<file path="src/hdl/pss_consts.svh">
// constants for the power-up strap sequencer
`ifndef PSS_CONSTS_SVH
`define PSS_CONSTS_SVH
`define PSS_CLK_PERIOD_NS 20
`define PSS_STRAP_HOLD_NS 500
`define PSS_STRAP_HOLD_CYC ((`PSS_STRAP_HOLD_NS + `PSS_CLK_PERIOD_NS - 1) / `PSS_CLK_PERIOD_NS)
`define PSS_INIT1_CYC 16
`define PSS_INIT2_CYC 64
`define PSS_MUTE_FRAMES 4
`define PSS_FRAME_CYC 32
`define PSS_I2C_ADDR_BASE 7'h18
`define PSS_STATE_INIT1 4'h1
`define PSS_STATE_WAIT 4'h2
`define PSS_STATE_INIT2 4'h4
`define PSS_STATE_ACTIVE 4'h8
`endif

</file>
<file path="src/hdl/pss_pkg.sv">
// types for the power-up strap sequencer
package pss_pkg;
   typedef enum logic [4:0] {
      PSS_OFF = 5'b0_0001,
      PSS_INIT1 = 5'b0_0010,
      PSS_WAIT = 5'b0_0100,
      PSS_INIT2 = 5'b0_1000,
      PSS_ACTIVE = 5'b1_0000
   } pss_state_t;
   typedef enum logic [1:0] {
      PSS_COMM_UART = 2'h0,
      PSS_COMM_I2C = 2'h1,
      PSS_COMM_SPI = 2'h2
   } pss_comm_t;
endpackage : pss_pkg

</file>
<file path="src/hdl/pss_sequencer.sv">
// start-up and shut-down sequencer with strap latching
//
// What this block does
// - clear release starts start-up in the first init stage
// - straps latched at clear release; host holds them 500 ns
// - auto mode goes straight from init one to init two
// - active starts sync output, muted frames before valid images
// - active drives busy low and accepts host traffic
// - traffic while disabled: ignored on UART and SPI, NACK on I2C
// - manual mode inserts a mode-wait state with busy low, traffic on
// - init two holds busy high and refuses host traffic
// - clear low during operation stops outputs and raises busy
// - two straps pick one of four stored operating modes
// - two straps pick I2C address 0x18..0x1B or a flash address
// - three straps latched, of which C and B pick UART, I2C or SPI host link
// - default is init one; state readable when busy is low
// - init one goes to mode-wait if undetermined, else init two
// - mode-wait holds until host sets output mode, then init two
// - init two sets up PLL, sensor, blocks, then goes active
`timescale 1ns/1ns
`include "pss_consts.svh"
module pss_sequencer
   import pss_pkg::*;
#(
   parameter int INIT1_CYC = `PSS_INIT1_CYC,
   parameter int INIT2_CYC = `PSS_INIT2_CYC,
   parameter int MUTE_FRAMES = `PSS_MUTE_FRAMES,
   parameter int FRAME_CYC = `PSS_FRAME_CYC
)
(
   // clock and reset
   input wire logic CORE_CLK_IN,
   input wire logic SYS_RST_IN,
   // pins from the host
   input wire logic CLEAR_N_IN,
   input wire logic MODE_STRAP_A_IN,
   input wire logic MODE_STRAP_B_IN,
   input wire logic ADDR_STRAP_A_IN,
   input wire logic ADDR_STRAP_B_IN,
   input wire logic COMM_STRAP_A_IN,
   input wire logic COMM_STRAP_B_IN,
   input wire logic COMM_STRAP_C_IN,
   // configuration from flash and sub-blocks
   input wire logic MANUAL_MODE_IN,
   input wire logic FLASH_ADDR_EN_IN,
   input wire logic [6:0] FLASH_ADDR_IN,
   // host traffic and mode set
   input wire logic HOST_REQ_IN,
   input wire logic HOST_MODE_SET_IN,
   // status and control outputs
   output logic STARTUP_BUSY_OUT,
   output logic [3:0] STATE_CODE_OUT,
   output logic COMM_EN_OUT,
   output logic HOST_ACCEPT_OUT,
   output logic I2C_NACK_OUT,
   output logic [1:0] OP_MODE_OUT,
   output logic [6:0] I2C_ADDR_OUT,
   output logic [1:0] COMM_SEL_OUT,
   output logic PLL_INIT_OUT,
   output logic SYNC_EN_OUT,
   output logic IMAGE_VALID_OUT
);

   ////////////////////////////////////////////////////////////////////////
   // pin synchronisers
   localparam int NPIN = 8;
   logic [NPIN-1:0] pin_raw;
   logic [NPIN-1:0] meta_q;
   logic [NPIN-1:0] sync_q;
   assign pin_raw = {CLEAR_N_IN, MODE_STRAP_B_IN, MODE_STRAP_A_IN,
      ADDR_STRAP_B_IN, ADDR_STRAP_A_IN, COMM_STRAP_C_IN,
      COMM_STRAP_B_IN, COMM_STRAP_A_IN};

   // two flops on every pin
   always_ff @(posedge CORE_CLK_IN)
   begin
      if (SYS_RST_IN)
      begin
         meta_q <= '0;
         sync_q <= '0;
      end
      else
      begin
         meta_q <= pin_raw;
         sync_q <= meta_q;
      end
   end

   logic clear_n_s;
   logic clear_prev_q;
   logic clear_rise;
   assign clear_n_s = sync_q[7];
   assign clear_rise = clear_n_s & ~clear_prev_q;

   ////////////////////////////////////////////////////////////////////////
   // state machine
   pss_state_t state_q;
   pss_state_t state_d;
   logic [15:0] cnt_q;
   logic [15:0] cnt_d;
   logic [7:0] mute_q;
   logic [7:0] mute_d;
   logic init1_done;
   logic init2_done;
   logic frame_end;
   assign init1_done = (cnt_q == 16'(INIT1_CYC - 1));
   assign init2_done = (cnt_q == 16'(INIT2_CYC - 1));
   assign frame_end = (cnt_q == 16'(FRAME_CYC - 1));

   // next state and counters
   always_comb
   begin
      state_d = state_q;
      cnt_d = cnt_q + 16'h0001;
      mute_d = mute_q;
      if (!clear_n_s)
      begin
         state_d = PSS_OFF;
         cnt_d = 16'h0000;
         mute_d = 8'h00;
      end
      else
      begin
         unique case (state_q)
            PSS_OFF:
            begin
               cnt_d = 16'h0000;
               if (clear_rise)
                  state_d = PSS_INIT1;
            end
            PSS_INIT1:
            begin
               if (init1_done)
               begin
                  cnt_d = 16'h0000;
                  if (MANUAL_MODE_IN)
                     state_d = PSS_WAIT;
                  else
                     state_d = PSS_INIT2;
               end
            end
            PSS_WAIT:
            begin
               cnt_d = 16'h0000;
               if (HOST_MODE_SET_IN)
                  state_d = PSS_INIT2;
            end
            PSS_INIT2:
            begin
               if (init2_done)
               begin
                  cnt_d = 16'h0000;
                  state_d = PSS_ACTIVE;
               end
            end
            PSS_ACTIVE:
            begin
               // count muted frames before images go valid
               if (frame_end)
               begin
                  cnt_d = 16'h0000;
                  if (mute_q != 8'(MUTE_FRAMES))
                     mute_d = mute_q + 8'h01;
               end
            end
         endcase
      end
   end

   always_ff @(posedge CORE_CLK_IN)
   begin
      if (SYS_RST_IN)
      begin
         state_q <= PSS_OFF;
         cnt_q <= 16'h0000;
         mute_q <= 8'h00;
         clear_prev_q <= 1'b0;
      end
      else
      begin
         state_q <= state_d;
         cnt_q <= cnt_d;
         mute_q <= mute_d;
         clear_prev_q <= clear_n_s;
      end
   end

   ////////////////////////////////////////////////////////////////////////
   // strap latch at clear release
   logic [1:0] mode_q;
   logic [1:0] addr_q;
   logic [2:0] comm_q;
   always_ff @(posedge CORE_CLK_IN)
   begin
      if (SYS_RST_IN)
      begin
         mode_q <= 2'h0;
         addr_q <= 2'h0;
         comm_q <= 3'h0;
      end
      else if (clear_rise && state_q == PSS_OFF)
      begin
         mode_q <= {sync_q[6], sync_q[5]};
         addr_q <= {sync_q[3], sync_q[4]};
         comm_q <= sync_q[2:0];
      end
   end

   // strap decode
   logic [6:0] i2c_addr_d;
   pss_comm_t comm_sel;
   assign i2c_addr_d = FLASH_ADDR_EN_IN ? FLASH_ADDR_IN :
      (`PSS_I2C_ADDR_BASE | {5'h00, addr_q});
   assign comm_sel = comm_q[2] ? PSS_COMM_SPI :
      (comm_q[1] ? PSS_COMM_I2C : PSS_COMM_UART);

   // state code and traffic gating
   logic comm_en;
   logic [3:0] code_d;
   logic busy_d;
   assign comm_en = (state_q == PSS_WAIT) || (state_q == PSS_ACTIVE);
   assign busy_d = ~comm_en;
   assign code_d = (state_q == PSS_WAIT) ? `PSS_STATE_WAIT :
      (state_q == PSS_INIT2) ? `PSS_STATE_INIT2 :
      (state_q == PSS_ACTIVE) ? `PSS_STATE_ACTIVE :
      `PSS_STATE_INIT1;

   ////////////////////////////////////////////////////////////////////////
   // registered outputs
   always_ff @(posedge CORE_CLK_IN)
   begin
      if (SYS_RST_IN)
      begin
         STARTUP_BUSY_OUT <= 1'b1;
         STATE_CODE_OUT <= `PSS_STATE_INIT1;
         COMM_EN_OUT <= 1'b0;
         HOST_ACCEPT_OUT <= 1'b0;
         I2C_NACK_OUT <= 1'b0;
         OP_MODE_OUT <= 2'h0;
         I2C_ADDR_OUT <= `PSS_I2C_ADDR_BASE;
         COMM_SEL_OUT <= 2'h0;
         PLL_INIT_OUT <= 1'b0;
         SYNC_EN_OUT <= 1'b0;
         IMAGE_VALID_OUT <= 1'b0;
      end
      else
      begin
         STARTUP_BUSY_OUT <= busy_d;
         STATE_CODE_OUT <= comm_en ? code_d : STATE_CODE_OUT;
         COMM_EN_OUT <= comm_en;
         HOST_ACCEPT_OUT <= HOST_REQ_IN & comm_en;
         I2C_NACK_OUT <= HOST_REQ_IN & ~comm_en &
            (comm_sel == PSS_COMM_I2C);
         OP_MODE_OUT <= mode_q;
         I2C_ADDR_OUT <= i2c_addr_d;
         COMM_SEL_OUT <= comm_sel;
         PLL_INIT_OUT <= (state_q == PSS_INIT2);
         SYNC_EN_OUT <= (state_q == PSS_ACTIVE);
         IMAGE_VALID_OUT <= (state_q == PSS_ACTIVE) &&
            (mute_q == 8'(MUTE_FRAMES));
      end
   end
endmodule : pss_sequencer

</file>
<file path="config.mk">
export PLATFORM = sky130hd
export DESIGN_NAME = pss_sequencer
export DESIGN_NICKNAME = d
export VERILOG_FILES = /design/src/hdl/pss_pkg.sv /design/src/hdl/pss_sequencer.sv
export VERILOG_INCLUDE_DIRS = /design/src /design/src/hdl
export SDC_FILE = /design/constraint.sdc
export NUM_CORES = 1
export LEC_CHECK = 0
export BUFFER_PORTS_ARGS = -buffer_cell sky130_fd_sc_hd__buf_4
export CAP_MARGIN = 10
export CELL_PAD_IN_SITES_DETAIL_PLACEMENT = 0
export CELL_PAD_IN_SITES_GLOBAL_PLACEMENT = 1
export CORE_ASPECT_RATIO = 0.75
export CORE_MARGIN = 2
export CORE_UTILIZATION = 40
export DETAILED_ROUTE_END_ITERATION = 12
export GPL_ROUTABILITY_DRIVEN = 0
export PLACE_DENSITY = 0.83
export SLEW_MARGIN = 15
export SYNTH_ARGS = -nofsm -noshare
export SYNTH_HDL_FRONTEND = slang
export SYNTH_SLANG_ARGS = --single-unit
</file>
<file path="constraint.sdc">
create_clock -name CORE_CLK_IN -period 3 [get_ports CORE_CLK_IN]
set_input_delay 0 -clock CORE_CLK_IN [delete_from_list [all_inputs] [get_ports CORE_CLK_IN]]
set_output_delay 0 -clock CORE_CLK_IN [all_outputs]
set_load 0.02 [all_outputs]
</file>
==> summary.md <==
| Metric | Value |
|---|---|
| Synthesized cell area | `~2800 µm²` |
| Worst Path Arrival | `a little under 3 ns` |
| Synth area leaders | `dfxtp_1, nor2b_1, mux2i_1` |
| Number of global-route vias before repair | `between 1500 and 2000` |
| H-Tree Depth | `3` |
| Antenna violations before repair | `0` |
| Post-CTS sizing | `0` |
| Max frequency | `around 0.37 GHz` |
| Final setup TNS | `0 ns` |
| Clock slew at reported path FFs | `around 0.07 ns` |
| Largest net degree at the start of global routing | `37` |
| Clk sink count | `around 70` |
| PwrDens | `approximately 530 nW/µm²` |
| Final Max Slew Viols | `0` |
| DRC violations left | `0` |
| Die height | `around 76 µm` |
| IR drop worst, VDD | `roughly 0.00023 V` |
| GRT Residual Overflow | `0` |
| Top Layer Used | `met4` |
| Relative slew slack | `0.657` |
| Yosys reg bits | `72` |
| CP Capture Type | `register` |
| Status | `complete, no violations` |
| CP startpoint | `cnt_q[13]` |
| Area Growth Syn to Fin | `27.9%` |
| Hold Violations, Final | `0` |
| Tmin final | `around 2.7 ns` |
| Port bufs | `41` |
| Final period util | `0.902` |
| Core area | `between 6000 and 7000 µm²` |
| Dpl ws | `~0.30 ns` |
| Post CTS Setup Buffer Count | `0` |
| Final Cell Area | `between 3000 and 4000 µm²` |
| Final Util | `0.524` |
| Number of enable flip-flop cells after synthesis | `0` |
| DR vias/cell | `4.77` |
| Clk_lat worst skew | `0.34 ns` |
| Data required, critical path | `~3.3 ns` |
| Final setup violation count | `0` |
| Sw power | `a little under 0.0004 W` |
| Switching share of power | `0.208` |
| First-pass GRT wire length | `a little under 9000 µm` |
| Initial Utilization | `0.410` |
| Clock buffer depth | `2` |
| Sequential power share | `0.519` |
| Detail Placement HPWL | `about 3400 µm` |
| Antenna viol nets, final | `0` |
| Post-synthesis sequential area ratio | `0.522` |
| FF-to-FF End | `mute_q[3]` |
| Routed wl met3 | `approximately 210 µm` |
| Ys async rst share | `0` |
| Syn Area/Cell | `approximately 9.5 µm²` |
| Worst Reg2Reg Path Length in Cells | `5` |
| Comb pwr share | `0.048` |
| Synth top area share | `0.522` |
| R2R setup slack | `a little under 0.3 ns` |
| CP Capture Point | `mute_q[3]` |
| CTS tree | `yes` |
| RSZ-0062 raised after global routing | `no` |
| Clock share of power | `0.433` |
| WS Path Type | `reg -> reg` |
| Metal-1 WL | `around 2800 µm` |
| Routed length per instance | `11.9 µm` |
| Detailed-route via count | `2085` |
| Hold Crit Class | `in -> reg` |
| Ant diodes | `0` |
| Leak | `between 1 and 1.5 nW` |
| Hold_buf cts | `18` |
| Setup ws final | `approximately 0.29 ns` |
| Met2 WL | `around 2200 µm` |
| CTS Buf Count | `9` |
| Most frequent cells after synthesis | `dfxtp_1, nor2_1, nor2b_1` |
| Synthesized Nets | `~310` |
| Fin nets | `~370` |
| Max-cap violations | `0` |
| Min Hold Slack | `just under 0.04 ns` |
| Tightest Pin Transition | `around 0.51 ns` |
| Crit Path Max Fanout | `6` |
| Cell taking the most area after synthesis | `dfxtp_1` |
| Row count | `26` |
| Count leader, synth | `dfxtp_1` |
| Layout cells sized above 1 | `0.176` |
| RR Startpoint | `cnt_q[13]` |
| Yosys Warn Count | `0` |
| Top FF cell, synth | `dfxtp_1` |
| Die W | `approximately 100 µm` |
| Unique cell type count in the Yosys netlist | `41` |
| CP startpoint kind | `register` |
| Overall routing resource usage | `0.143` |
| CTS Root Cell | `clkbuf_8` |
| Worst clock skew | `0.00805 ns` |
| DIE AREA | `around 7600 µm²` |
| Power Internal | `between 0.001 and 0.0015 W` |
| I/O pin count | `43` |
| First-pass DRT Iterations | `4` |
| Mapped Cells | `290` |
| Post-Route WL | `between 5000 and 6000 µm` |
| Placed cell area | `about 3100 µm²` |
| Initial drt markers | `109` |
==> area by class of cell <==
| cell class | instances | area [µm²] |
|---|---|---|
| Sequential cell | 72 | 1440 |
| Multi-Input combinational cell | 194 | 1220 |
| Inverter | 8 | 30.0 |
| Clock inverter | 6 | 83.8 |
| Timing Repair Buffer | 63 | 518 |
| Tap cell | 84 | 105 |
| Clock buffer | 10 | 128 |
| Fill cell | 631 | 3200 |
==> metal layers <==
layer | vias to the layer above | global-route usage
li1 | 1103 | -
met3 | 7 | 0.0563
met2 | 42 | 0.199
met1 | 933 | 0.203
met5 | - | 0
met4 | 0 | 0.0452
==> how the worst min path moves through the flow <==
| stage | start | to | slack (ns) | cells after the start |
|---|---|---|---|---|
| 3_3_place_gp | FLASH_ADDR_IN[4] | I2C_ADDR_OUT[4] | 0.19 | 2 |
| 6_report | SYS_RST_IN | I2C_ADDR_OUT[0] | 0.04 | 2 |
| 5_1_grt | SYS_RST_IN | comm_q[1] | 0.04 | 2 |
| 2_1_floorplan | FLASH_ADDR_IN[3] | I2C_ADDR_OUT[3] | 0.10 | 1 |
| 3_5_place_dp | FLASH_ADDR_IN[4] | I2C_ADDR_OUT[4] | 0.19 | 2 |
| 4_1_cts | FLASH_ADDR_EN_IN | I2C_ADDR_OUT[4] | 0.02 | 3 |
==> power by group through the flow <==
stage | sequential [W] | combinational, W | clock (W)
after floorplan | 0.00100 | 0.0000319 | 0
after global placement | 0.000997 | 0.0000700 | 0
after detailed placement | 0.000998 | 0.0000707 | 0
after CTS | 0.000975 | 0.0000897 | 0.000836
after global routing | 0.000977 | 0.0000987 | 0.000881
final | 0.000975 | 0.0000903 | 0.000814
==> critical path, cell delays in order (launching register included) <==
cell and delay, ns:
dfxtp_1 0.34, or4_1 0.57, or4_1 0.55, or4b_1 0.67, or3_1 0.38, a21oi_1 0.13
==> kinds of logic (layout without fill, tap and decap cells) <==
group | after synthesis | count (layout) | synth area share
multiplexers | 12 | 12 | 0.0440
adder cells (fa/ha/maj) | 3 | 3 | 0.0136
XOR/XNOR | 21 | 21 | 0.0666
flip-flops | 72 | 72 | 0.522
AO/OA/AOI/OAI | 21 | 21 | 0.0503
buffers and inverters | 24 | 87 | 0.0340
AND/OR/NAND/NOR | 137 | 137 | 0.269
==> placed cells by master, fill, tap and decap left out, drive strengths merged, types with 6 or more instances in the layout <==
master | synthesis | final
xnor2 | 9 | 9
dfxtp | 72 | 72
nor3 | 18 | 18
buf | 3 | 45
nand3 | 10 | 10
inv | 8 | 8
clkbuf | 13 | 10
nor2 | 27 | 27
a21oi | 6 | 6
dlygate4sd3 | 0 | 18
nand2 | 16 | 16
mux2i | 11 | 11
and3 | 6 | 6
xor2 | 12 | 12
nor2b | 19 | 19
nand2b | 6 | 6
==> registers in the layout, summed over array words and instances (netlist names), 2 cells and up <==
register        flops
COMM_SEL_OUT        2
I2C_ADDR_OUT        7
cnt_q              16
STATE_CODE_OUT      4
addr_q              2
mode_q              2
sync_q              7
comm_q              2
OP_MODE_OUT         2
mute_q              8
meta_q              7
state_q             5
==> metrics by stage <==
step / cells / total power, W
after detailed placement: 403 / 0.00107
after CTS: 437 / 0.00190
after floorplan: 290 / 0.00104
final: 437 / 0.00188
after global placement: 403 / 0.00107
after global routing: 437 / 0.00196
(Power assumes the default switching activity.)
